`src/dtt_defs.svh`:
```
// Purpose: Constants for the die temperature trip and alert logic
// Assumes: 10 MHz system clock
// Notes:   Offsets and layouts as defines; types live in the package
`ifndef DTT_DEFS_SVH
`define DTT_DEFS_SVH

// ********************************************
// Timing
// ********************************************
`define DTT_CLK_HZ          10000000
`define DTT_EVAL_PERIOD_S   1
`define DTT_EVAL_CYCLES     (`DTT_CLK_HZ * `DTT_EVAL_PERIOD_S)

// ********************************************
// Temperatures and codes
// ********************************************
`define DTT_TEMP_W          9
`define DTT_CATA_TEMP       9'sd120
`define DTT_REPORT_MAX      8'h7f
`define DTT_REPORT_OFF      8'hff
`define DTT_ROUTE_SMI       1'b0
`define DTT_ROUTE_SCI       1'b1

`endif

```
`src/dtt_pkg.sv`:
```
// Purpose: Types for the die temperature trip and alert logic
// Assumes: dtt_defs.svh supplies the numeric constants
// Notes:   Trip configuration travels as one packed struct
package dtt_pkg;

	// Signed 9-bit temperature, one degree per step
	typedef logic signed [8:0] dtt_temp_t;

	// Per-trip configuration: enable and SMI/SCI route select
	typedef struct packed
	{
		logic enable;
		logic route_sci;
	} dtt_trip_cfg_s;

	// Alert pulses out toward the interrupt fabric
	typedef struct packed
	{
		logic smi;
		logic sci;
	} dtt_alert_s;

endpackage

```
`src/dtt_eval_timer.sv`:
```
// Purpose: Once-per-interval tick generator for the over-temperature compare
// Assumes: Synchronous active-high reset
// Notes:   Period is a parameter so simulation can shorten it
`timescale 1ns/1ns
`include "dtt_defs.svh"

module dtt_eval_timer
#(
	parameter int unsigned PERIOD = `DTT_EVAL_CYCLES
)
(
	input  wire logic clk_sys,
	input  wire logic reset,
	output logic      tick
);
	import dtt_pkg::*;

	// ********************************************
	// Counter
	// ********************************************
	logic [31:0] cnt_reg;   // Cycles since last tick
	logic [31:0] cnt_next;
	logic        tick_reg;
	logic        tick_next;

	// Wrap at PERIOD-1 and pulse for one cycle
	always_comb
	begin
		tick_next = 1'b0;
		cnt_next  = cnt_reg + 32'h1;
		if (cnt_reg >= PERIOD - 1)
		begin
			cnt_next  = 32'h0;
			tick_next = 1'b1;
		end
	end

	always_ff @(posedge clk_sys)
	begin
		if (reset)
		begin
			cnt_reg  <= 32'h0;
			tick_reg <= 1'b0;
		end
		else
		begin
			cnt_reg  <= cnt_next;
			tick_reg <= tick_next;
		end
	end

	assign tick = tick_reg;

	// Tick spacing: after a tick, none in the next cycle when period exceeds one
	chk_tick_single: assert property (@(posedge clk_sys) disable iff (reset)
		(tick && PERIOD > 1) |=> !tick) else $error("tick not single");
endmodule

```
`src/dtt_trip_alert.sv`:
```
// Purpose: Die temperature hold, trip detection, alert routing, report byte, hot pin
// Assumes: Inputs synchronous to clk_sys; synchronous active-high reset
// Notes:   Configuration bits are plain ports, there is no register bus
//
// Functional notes
// - Hold temperature as 9 bits, 1 degree.
// - Three trips: cool, hot, catastrophic ascending.
// - Falling through cool may interrupt.
// - Rising through hot may interrupt.
// - No interrupt on other crossing directions.
// - Cool and hot trips each route alert to SMI/SCI.
// - Catastrophic crossing forces immediate power down.
// - Catastrophic trip fixed at 120, unprogrammable.
// - Temperature reported regardless of alert configuration.
// - When enabled, forward temperature to both units.
// - Report byte 0..127, or ff if disabled.
// - Hot pin asserted when temperature exceeds limit.
// - Limit comparison evaluated once each second.
// - Hot pin is open-drain, pulls low only.
`timescale 1ns/1ns
`include "dtt_defs.svh"

module dtt_trip_alert
#(
	parameter int unsigned EVAL_CYCLES = `DTT_EVAL_CYCLES
)
(
	input  wire logic                  clk_sys,
	input  wire logic                  reset,
	input  wire logic                  sensor_enable,
	input  wire logic                  sample_valid,
	input  wire dtt_pkg::dtt_temp_t    sample_temp,
	input  wire dtt_pkg::dtt_temp_t    cool_trip,
	input  wire dtt_pkg::dtt_temp_t    hot_trip,
	input  wire dtt_pkg::dtt_trip_cfg_s cool_cfg,
	input  wire dtt_pkg::dtt_trip_cfg_s hot_cfg,
	input  wire dtt_pkg::dtt_temp_t    hot_pin_limit_value,
	input  wire logic                  report_enable,
	output dtt_pkg::dtt_temp_t         temp_value,
	output dtt_pkg::dtt_alert_s        alert,
	output logic                       power_down,
	output logic [7:0]                 smbus_temp_byte,
	output logic [7:0]                 espi_temp_byte,
	output logic                       overtemp_alert_n_out,
	output logic                       overtemp_alert_n_oe
);
	import dtt_pkg::*;

	// ********************************************
	// Helpers
	// ********************************************

	// Report byte: clamp to 0..127, ff while sensor is off
	function automatic logic [7:0] report_byte(input logic en, input dtt_temp_t t);
		logic [7:0] b;
		b = `DTT_REPORT_OFF;
		if (en)
		begin
			if (t < 0)
				b = 8'h00;
			else if (t > $signed({1'b0, `DTT_REPORT_MAX}))
				b = `DTT_REPORT_MAX;
			else
				b = t[7:0];
		end
		return b;
	endfunction

	// Route an alert event to SMI or SCI
	function automatic dtt_alert_s route(input logic ev, input dtt_trip_cfg_s c);
		dtt_alert_s a;
		a.smi = ev && c.enable && (c.route_sci == `DTT_ROUTE_SMI);
		a.sci = ev && c.enable && (c.route_sci == `DTT_ROUTE_SCI);
		return a;
	endfunction

	// ********************************************
	// Evaluation tick
	// ********************************************
	logic eval_tick; // One pulse per evaluation interval

	dtt_eval_timer #(.PERIOD(EVAL_CYCLES)) u_timer
	(
		.clk_sys (clk_sys),
		.reset   (reset),
		.tick    (eval_tick)
	);

	// ********************************************
	// State
	// ********************************************
	dtt_temp_t  temp_reg;       // Held signed temperature
	dtt_temp_t  temp_next;
	logic       have_reg;       // A valid sample has been held
	logic       have_next;
	dtt_alert_s alert_reg;      // Routed alert pulses
	dtt_alert_s alert_next;
	logic       pdown_reg;      // Sticky power-down request
	logic       pdown_next;
	logic [7:0] smb_reg;        // Byte toward SMBus unit
	logic [7:0] smb_next;
	logic [7:0] esp_reg;        // Byte toward eSPI unit
	logic [7:0] esp_next;
	logic       hot_reg;        // Over-temperature asserted
	logic       hot_next;
	logic       cool_ev;        // Downward cool crossing
	logic       hot_ev;         // Upward hot crossing
	logic       cata_ev;        // Upward catastrophic crossing
	logic [7:0] rpt;            // Current report byte

	// Crossing detect and next-state computation
	always_comb
	begin
		temp_next  = temp_reg;
		have_next  = have_reg;
		cool_ev    = 1'b0;
		hot_ev     = 1'b0;
		// Trip order cool < hot < fixed catastrophic point is expected of the
		// threshold ports; a misordered pair only misplaces alerts, never power down
		cata_ev    = 1'b0;
		if (sample_valid && sensor_enable)
		begin
			temp_next = sample_temp;
			have_next = 1'b1;
			// Cool and hot edges only compare against a previously held sample; with none held, catastrophic fires on any sample above 120
			if (have_reg)
			begin
				cool_ev = (temp_reg >= cool_trip) && (sample_temp < cool_trip);
				hot_ev  = (temp_reg <= hot_trip) && (sample_temp > hot_trip);
				cata_ev = (temp_reg <= `DTT_CATA_TEMP)
					&& (sample_temp > `DTT_CATA_TEMP);
			end
			else
				cata_ev = sample_temp > `DTT_CATA_TEMP;
		end
		// Only directional events reach the alert; reverse crossings are dropped
		alert_next.smi = route(cool_ev, cool_cfg).smi | route(hot_ev, hot_cfg).smi;
		alert_next.sci = route(cool_ev, cool_cfg).sci | route(hot_ev, hot_cfg).sci;
		// Power down is sticky until reset: a runaway must not be undone
		pdown_next = pdown_reg | cata_ev;
		// Report ignores alert configuration entirely
		rpt = report_byte(sensor_enable && have_next, temp_next);
		smb_next = report_enable ? rpt : `DTT_REPORT_OFF;
		esp_next = report_enable ? rpt : `DTT_REPORT_OFF;
		// Pin changes only on the evaluation tick, both set and release
		hot_next = hot_reg;
		if (eval_tick)
			hot_next = have_reg && (temp_reg > hot_pin_limit_value);
	end

	// Register all state
	always_ff @(posedge clk_sys)
	begin
		if (reset)
		begin
			temp_reg  <= '0;
			have_reg  <= 1'b0;
			alert_reg <= '0;
			pdown_reg <= 1'b0;
			smb_reg   <= `DTT_REPORT_OFF;
			esp_reg   <= `DTT_REPORT_OFF;
			hot_reg   <= 1'b0;
		end
		else
		begin
			temp_reg  <= temp_next;
			have_reg  <= have_next;
			alert_reg <= alert_next;
			pdown_reg <= pdown_next;
			smb_reg   <= smb_next;
			esp_reg   <= esp_next;
			hot_reg   <= hot_next;
		end
	end

	// ********************************************
	// Outputs
	// ********************************************
	assign temp_value           = temp_reg;
	assign alert                = alert_reg;
	assign power_down           = pdown_reg;
	assign smbus_temp_byte      = smb_reg;
	assign espi_temp_byte       = esp_reg;
	// Open drain: data fixed low, enable carries the alarm
	assign overtemp_alert_n_out = 1'b0;
	assign overtemp_alert_n_oe  = hot_reg;

	// ********************************************
	// Checks
	// ********************************************
	chk_cool_fall: assert property (@(posedge clk_sys) disable iff (reset)
		(sample_valid && sensor_enable && have_reg && temp_reg >= cool_trip
		&& sample_temp < cool_trip && cool_cfg.enable && !cool_cfg.route_sci)
		|=> alert.smi) else $error("cool fall no smi");
	chk_hot_rise: assert property (@(posedge clk_sys) disable iff (reset)
		(sample_valid && sensor_enable && have_reg && temp_reg <= hot_trip
		&& sample_temp > hot_trip && hot_cfg.enable && hot_cfg.route_sci)
		|=> alert.sci) else $error("hot rise no sci");
	chk_no_alert_cfg: assert property (@(posedge clk_sys) disable iff (reset)
		(!cool_cfg.enable && !hot_cfg.enable) |=> (!alert.smi && !alert.sci))
		else $error("alert while disabled");
	chk_alert_quiet: assert property (@(posedge clk_sys) disable iff (reset)
		!(sample_valid && sensor_enable) |=> (!alert.smi && !alert.sci))
		else $error("alert without sample");
	// A hot fall that stays above cool can raise nothing at all
	chk_hot_fall_quiet: assert property (@(posedge clk_sys) disable iff (reset)
		(sample_valid && sensor_enable && have_reg && temp_reg > hot_trip
		&& sample_temp <= hot_trip && sample_temp >= cool_trip)
		|=> (!alert.smi && !alert.sci)) else $error("alert on hot fall");
	chk_cata_pdown: assert property (@(posedge clk_sys) disable iff (reset)
		(sample_valid && sensor_enable && sample_temp > 9'sd120)
		|=> power_down) else $error("no power down");
	chk_pdown_sticky: assert property (@(posedge clk_sys) disable iff (reset)
		power_down |=> power_down) else $error("power down dropped");
	chk_report_off: assert property (@(posedge clk_sys) disable iff (reset)
		!report_enable |=> (smbus_temp_byte == 8'hff && espi_temp_byte == 8'hff))
		else $error("report not ff");
	chk_report_same: assert property (@(posedge clk_sys) disable iff (reset)
		1'b1 |-> (smbus_temp_byte == espi_temp_byte) && (smbus_temp_byte <= 8'h7f
		|| smbus_temp_byte == 8'hff)) else $error("report mismatch");
	chk_pin_hold: assert property (@(posedge clk_sys) disable iff (reset)
		!eval_tick |=> $stable(overtemp_alert_n_oe)) else $error("pin moved");
	chk_pin_eval: assert property (@(posedge clk_sys) disable iff (reset)
		(eval_tick && have_reg) |=> (overtemp_alert_n_oe ==
		($past(temp_reg) > $past(hot_pin_limit_value)))) else $error("pin wrong");
endmodule

```
`config.mk`:
```
export PLATFORM = sky130hd
export DESIGN_NAME = dtt_trip_alert
export DESIGN_NICKNAME = d
export VERILOG_FILES = /design/src/dtt_pkg.sv /design/src/dtt_eval_timer.sv /design/src/dtt_trip_alert.sv
export VERILOG_INCLUDE_DIRS = /design/src /design/src/src
export SDC_FILE = /design/constraint.sdc
export NUM_CORES = 1
export LEC_CHECK = 0
export ABC_AREA = 1
export ABC_CLOCK_PERIOD_IN_PS = 1900
export BUFFER_PORTS_ARGS = -buffer_cell sky130_fd_sc_hd__buf_4
export CORE_MARGIN = 5
export CORE_UTILIZATION = 56
export DETAILED_ROUTE_END_ITERATION = 12
export MAX_ROUTING_LAYER = met4
export PLACE_DENSITY = 0.88
export SLEW_MARGIN = 10
export SYNTH_ARGS = -nofsm -noshare
export SYNTH_HDL_FRONTEND = slang
export SYNTH_SLANG_ARGS = --single-unit
```
`constraint.sdc`:
```
create_clock -name clk_sys -period 1.9 [get_ports clk_sys]
set_input_delay 0.19 -clock clk_sys [delete_from_list [all_inputs] [get_ports clk_sys]]
set_output_delay 0.19 -clock clk_sys [all_outputs]
set_load 0.005 [all_outputs]
```
==> summary.md <==
| Metric | Value |
|---|---|
| Fillers | 538 |
| Number of flops mapped to enable cells by yosys | 0 |
| Number of instances in the placed design | 654 |
| Die height | 90.8 microns |
| Crit share post-route | 0.900 |
| Final HPWL DP | 7230 microns |
| Area Growth Syn to Fin | 18.0% |
| Clock skew | 0.00927 ns |
| Met1 WL | between 3000 and 4000 microns |
| RSZ-0062 raised after global routing | false |
| Minimum clock period | 1.71 ns |
| First-pass GRT wire length | between 10000 and 15000 microns |
| # nets final | between 600 and 700 |
| CORE AREA | roughly 6300 sq um |
| Initial Util | 0.575 |
| I/O Pins | 75 |
| Worst EP arrival | ~1.9 ns |
| Critical-path maximum fanout | 22 |
| Detail Route Antenna Nets | 0 |
| Netlist cell types | 39 |
| Root buffer selected by CTS | clkbuf_8 |
| Count of final max-slew check failures | 0 |
| Seq/Total Area, Yosys | 0.301 |
| VDD IR-drop max | 0.522 mV |
| Final TNS setup | 0 ns |
| Avg Vias per Cell | 5.18 |
| Clock-pin slew on the worst setup and hold paths | 0.10 ns |
| Commonest cells after routing, fill and taps aside | nand2_1 (113), inv_1 (80), buf_4 (73) |
| Top cell type by total area after synthesis | dfxtp_1 |
| Pwr dens | 533 nW/um^2 |
| Top-area cell type share of the netlist area | 0.301 |
| Crit Path Class | reg -> reg |
| Clk_lat worst skew | 0.31 ns |
| Worst Path Required | 2.09 ns |
| Syn_area_per_cell | 7.16 sq um |
| Fin cells | between 600 and 700 |
| # diodes | 0 |
| Core Rows | 29 |
| Worst hold path class | in -> reg |
| Postcts setup bufs | 0 |
| Final Hold Fails | 0 |
| Die area | 8240 sq um |
| Routability congestion estimate | about 0.97 |
| Mapped Cells | 510 |
| CTS tree | yes |
| Wirelength per Cell | 13.4 microns |
| Achievable Freq | 585 MHz |
| First-pass detailed-route iteration total | 4 |
| Htree depth | 2 |
| Dpl ws | 0.201 ns |
| FF+latch area | 1100 sq um |
| Multi-input combinational cell area | between 2000 and 2500 sq um |
| 1st-iter DRT viols | ~160 |
| Top FF cell, synth | dfxtp_1 |
| Final instance area | 4310 sq um |
| Layout cells sized above 1 | 0.190 |
| Total congestion overflow | 0 |
| Vias in the first global route | between 3000 and 4000 |
| Cell Area, Synth | 3650 sq um |
| Max FFs per register | 32 |
| Met2 Routed Length | 4610 microns |
| Cell area after placement | 4220 sq um |
| Setup WS post-layout | 0.191 ns |
| CTS Hold Buffers Added | 0 |
| Ys async rst share | 0 |
| # setup viols final | 0 |
| CTS max path bufs | 2 |
| Synthesis-stage register bit count | 55 |
| Commonest non-fill, non-tap cell in the layout | nand2_1 |
| CP startpoint kind | flop |
| LEAKAGE | around 2.1 nW |
| Die Wd | 90.8 microns |
| Outcome | finished clean |
| Initial antenna violation count | 0 |
| Met3 WL post-DR | 558 microns |
| Buffers on Ports | 73 |
| Final WL | 8880 microns |
| Top Metal Used | met4 |
| Critical Path End Type | flop |
| Total track usage | 0.222 |
| Synth area leaders | dfxtp_1 (30%), ha_1 (15%), nand2_1 (12%) |
| Largest net degree at the start of global routing | 23 |
| DRC | 0 |
| Clock sinks | 55 |
| Via count | 3429 |
| Max Cap Viol | 0 |
| Warnings, synthesis | 0 |
| Num CTS Buffers | 5 |
==> cells by family (layout without fill, tap and decap cells) <==
| family | after synthesis | after routing | share of synthesized area |
|---|---|---|---|
| AOI/OAI and AO/OA | 48 | 48 | 0.0685 |
| and+or+nand+nor | 252 | 252 | 0.325 |
| muxes | 4 | 4 | 0.0123 |
| xor gates and xnor gates | 10 | 10 | 0.0240 |
| other | 1 | 9 | 0.00103 |
| adders and majority gates | 45 | 45 | 0.154 |
| DFF | 55 | 55 | 0.301 |
| buffers and inverters | 95 | 162 | 0.113 |
==> power by group <==
group | switching (mW) | internal [mW]
sequential | 0.0292 | 1.18
clock | 0.373 | 0.265
combinational | 0.241 | 0.208
==> routing by layer <==
layer | vias to the layer above | track usage
met5 | - | -
met4 | 0 | 0.0966
met1 | 1532 | 0.233
met3 | 17 | 0.0467
li1 | 1771 | -
met2 | 109 | 0.398
==> cell type report <==
class	instances	area share
repair buffers	73	0.127
inverters	81	0.0705
multi-input cells	368	0.503
clock buffers	5	0.0160
well taps	77	0.0223
clock inverters	3	0.00522
flip-flops and latches	55	0.256
==> cells in the mapped netlist (all sizes together) (6+ instances only) <==
master / instances
nand3: 16
nand4: 18
ha: 45
nand2: 118
xnor2: 6
o21ai: 17
buf: 13
nand3b: 6
nor2: 72
dfxtp: 55
nor3: 9
a21oi: 27
inv: 81
==> worst max-delay path, cell delays in order (launching register included) <==
cell and delay, ns:
dfxtp_1 0.36, ha_1 0.21, nand3_2 0.14, nor2_2 0.17
nand2_2 0.09, nand3_1 0.08, nand2_1 0.05, nand2_1 0.07
nand2_2 0.08, nand3b_4 0.25, nor3_1 0.09
==> per-stage QoR <==
stage          total power, mW  utilization  hold WS (ns)
2_1_floorplan             1.49            -         0.296
3_5_place_dp              1.68        0.664         0.435
6_report                  2.30        0.679         0.111
5_1_grt                   2.44        0.679         0.107
4_1_cts                   2.31        0.679         0.107
3_3_place_gp              1.66        0.664         0.423
==> repair_timing <==
| item | CTS | global route |
|---|---|---|
| resized for setup | 0 | 3 |
| endpoints found under the hold margin | 0 | 0 |
| endpoints found under the setup margin | 0 | 2 |
==> final timing paths <==
path,startpoint,endpoint,slack (ns),cells after the start
worst max-delay path,u_timer.cnt_reg[0],u_timer.cnt_reg[21],0.19,10
worst min-delay path,report_enable,espi_temp_byte[7],0.11,2
worst max register to register,u_timer.cnt_reg[0],u_timer.cnt_reg[21],0.19,10
worst min register to register,u_timer.cnt_reg[0],u_timer.cnt_reg[0],0.45,1
(Power assumes the default switching activity.)
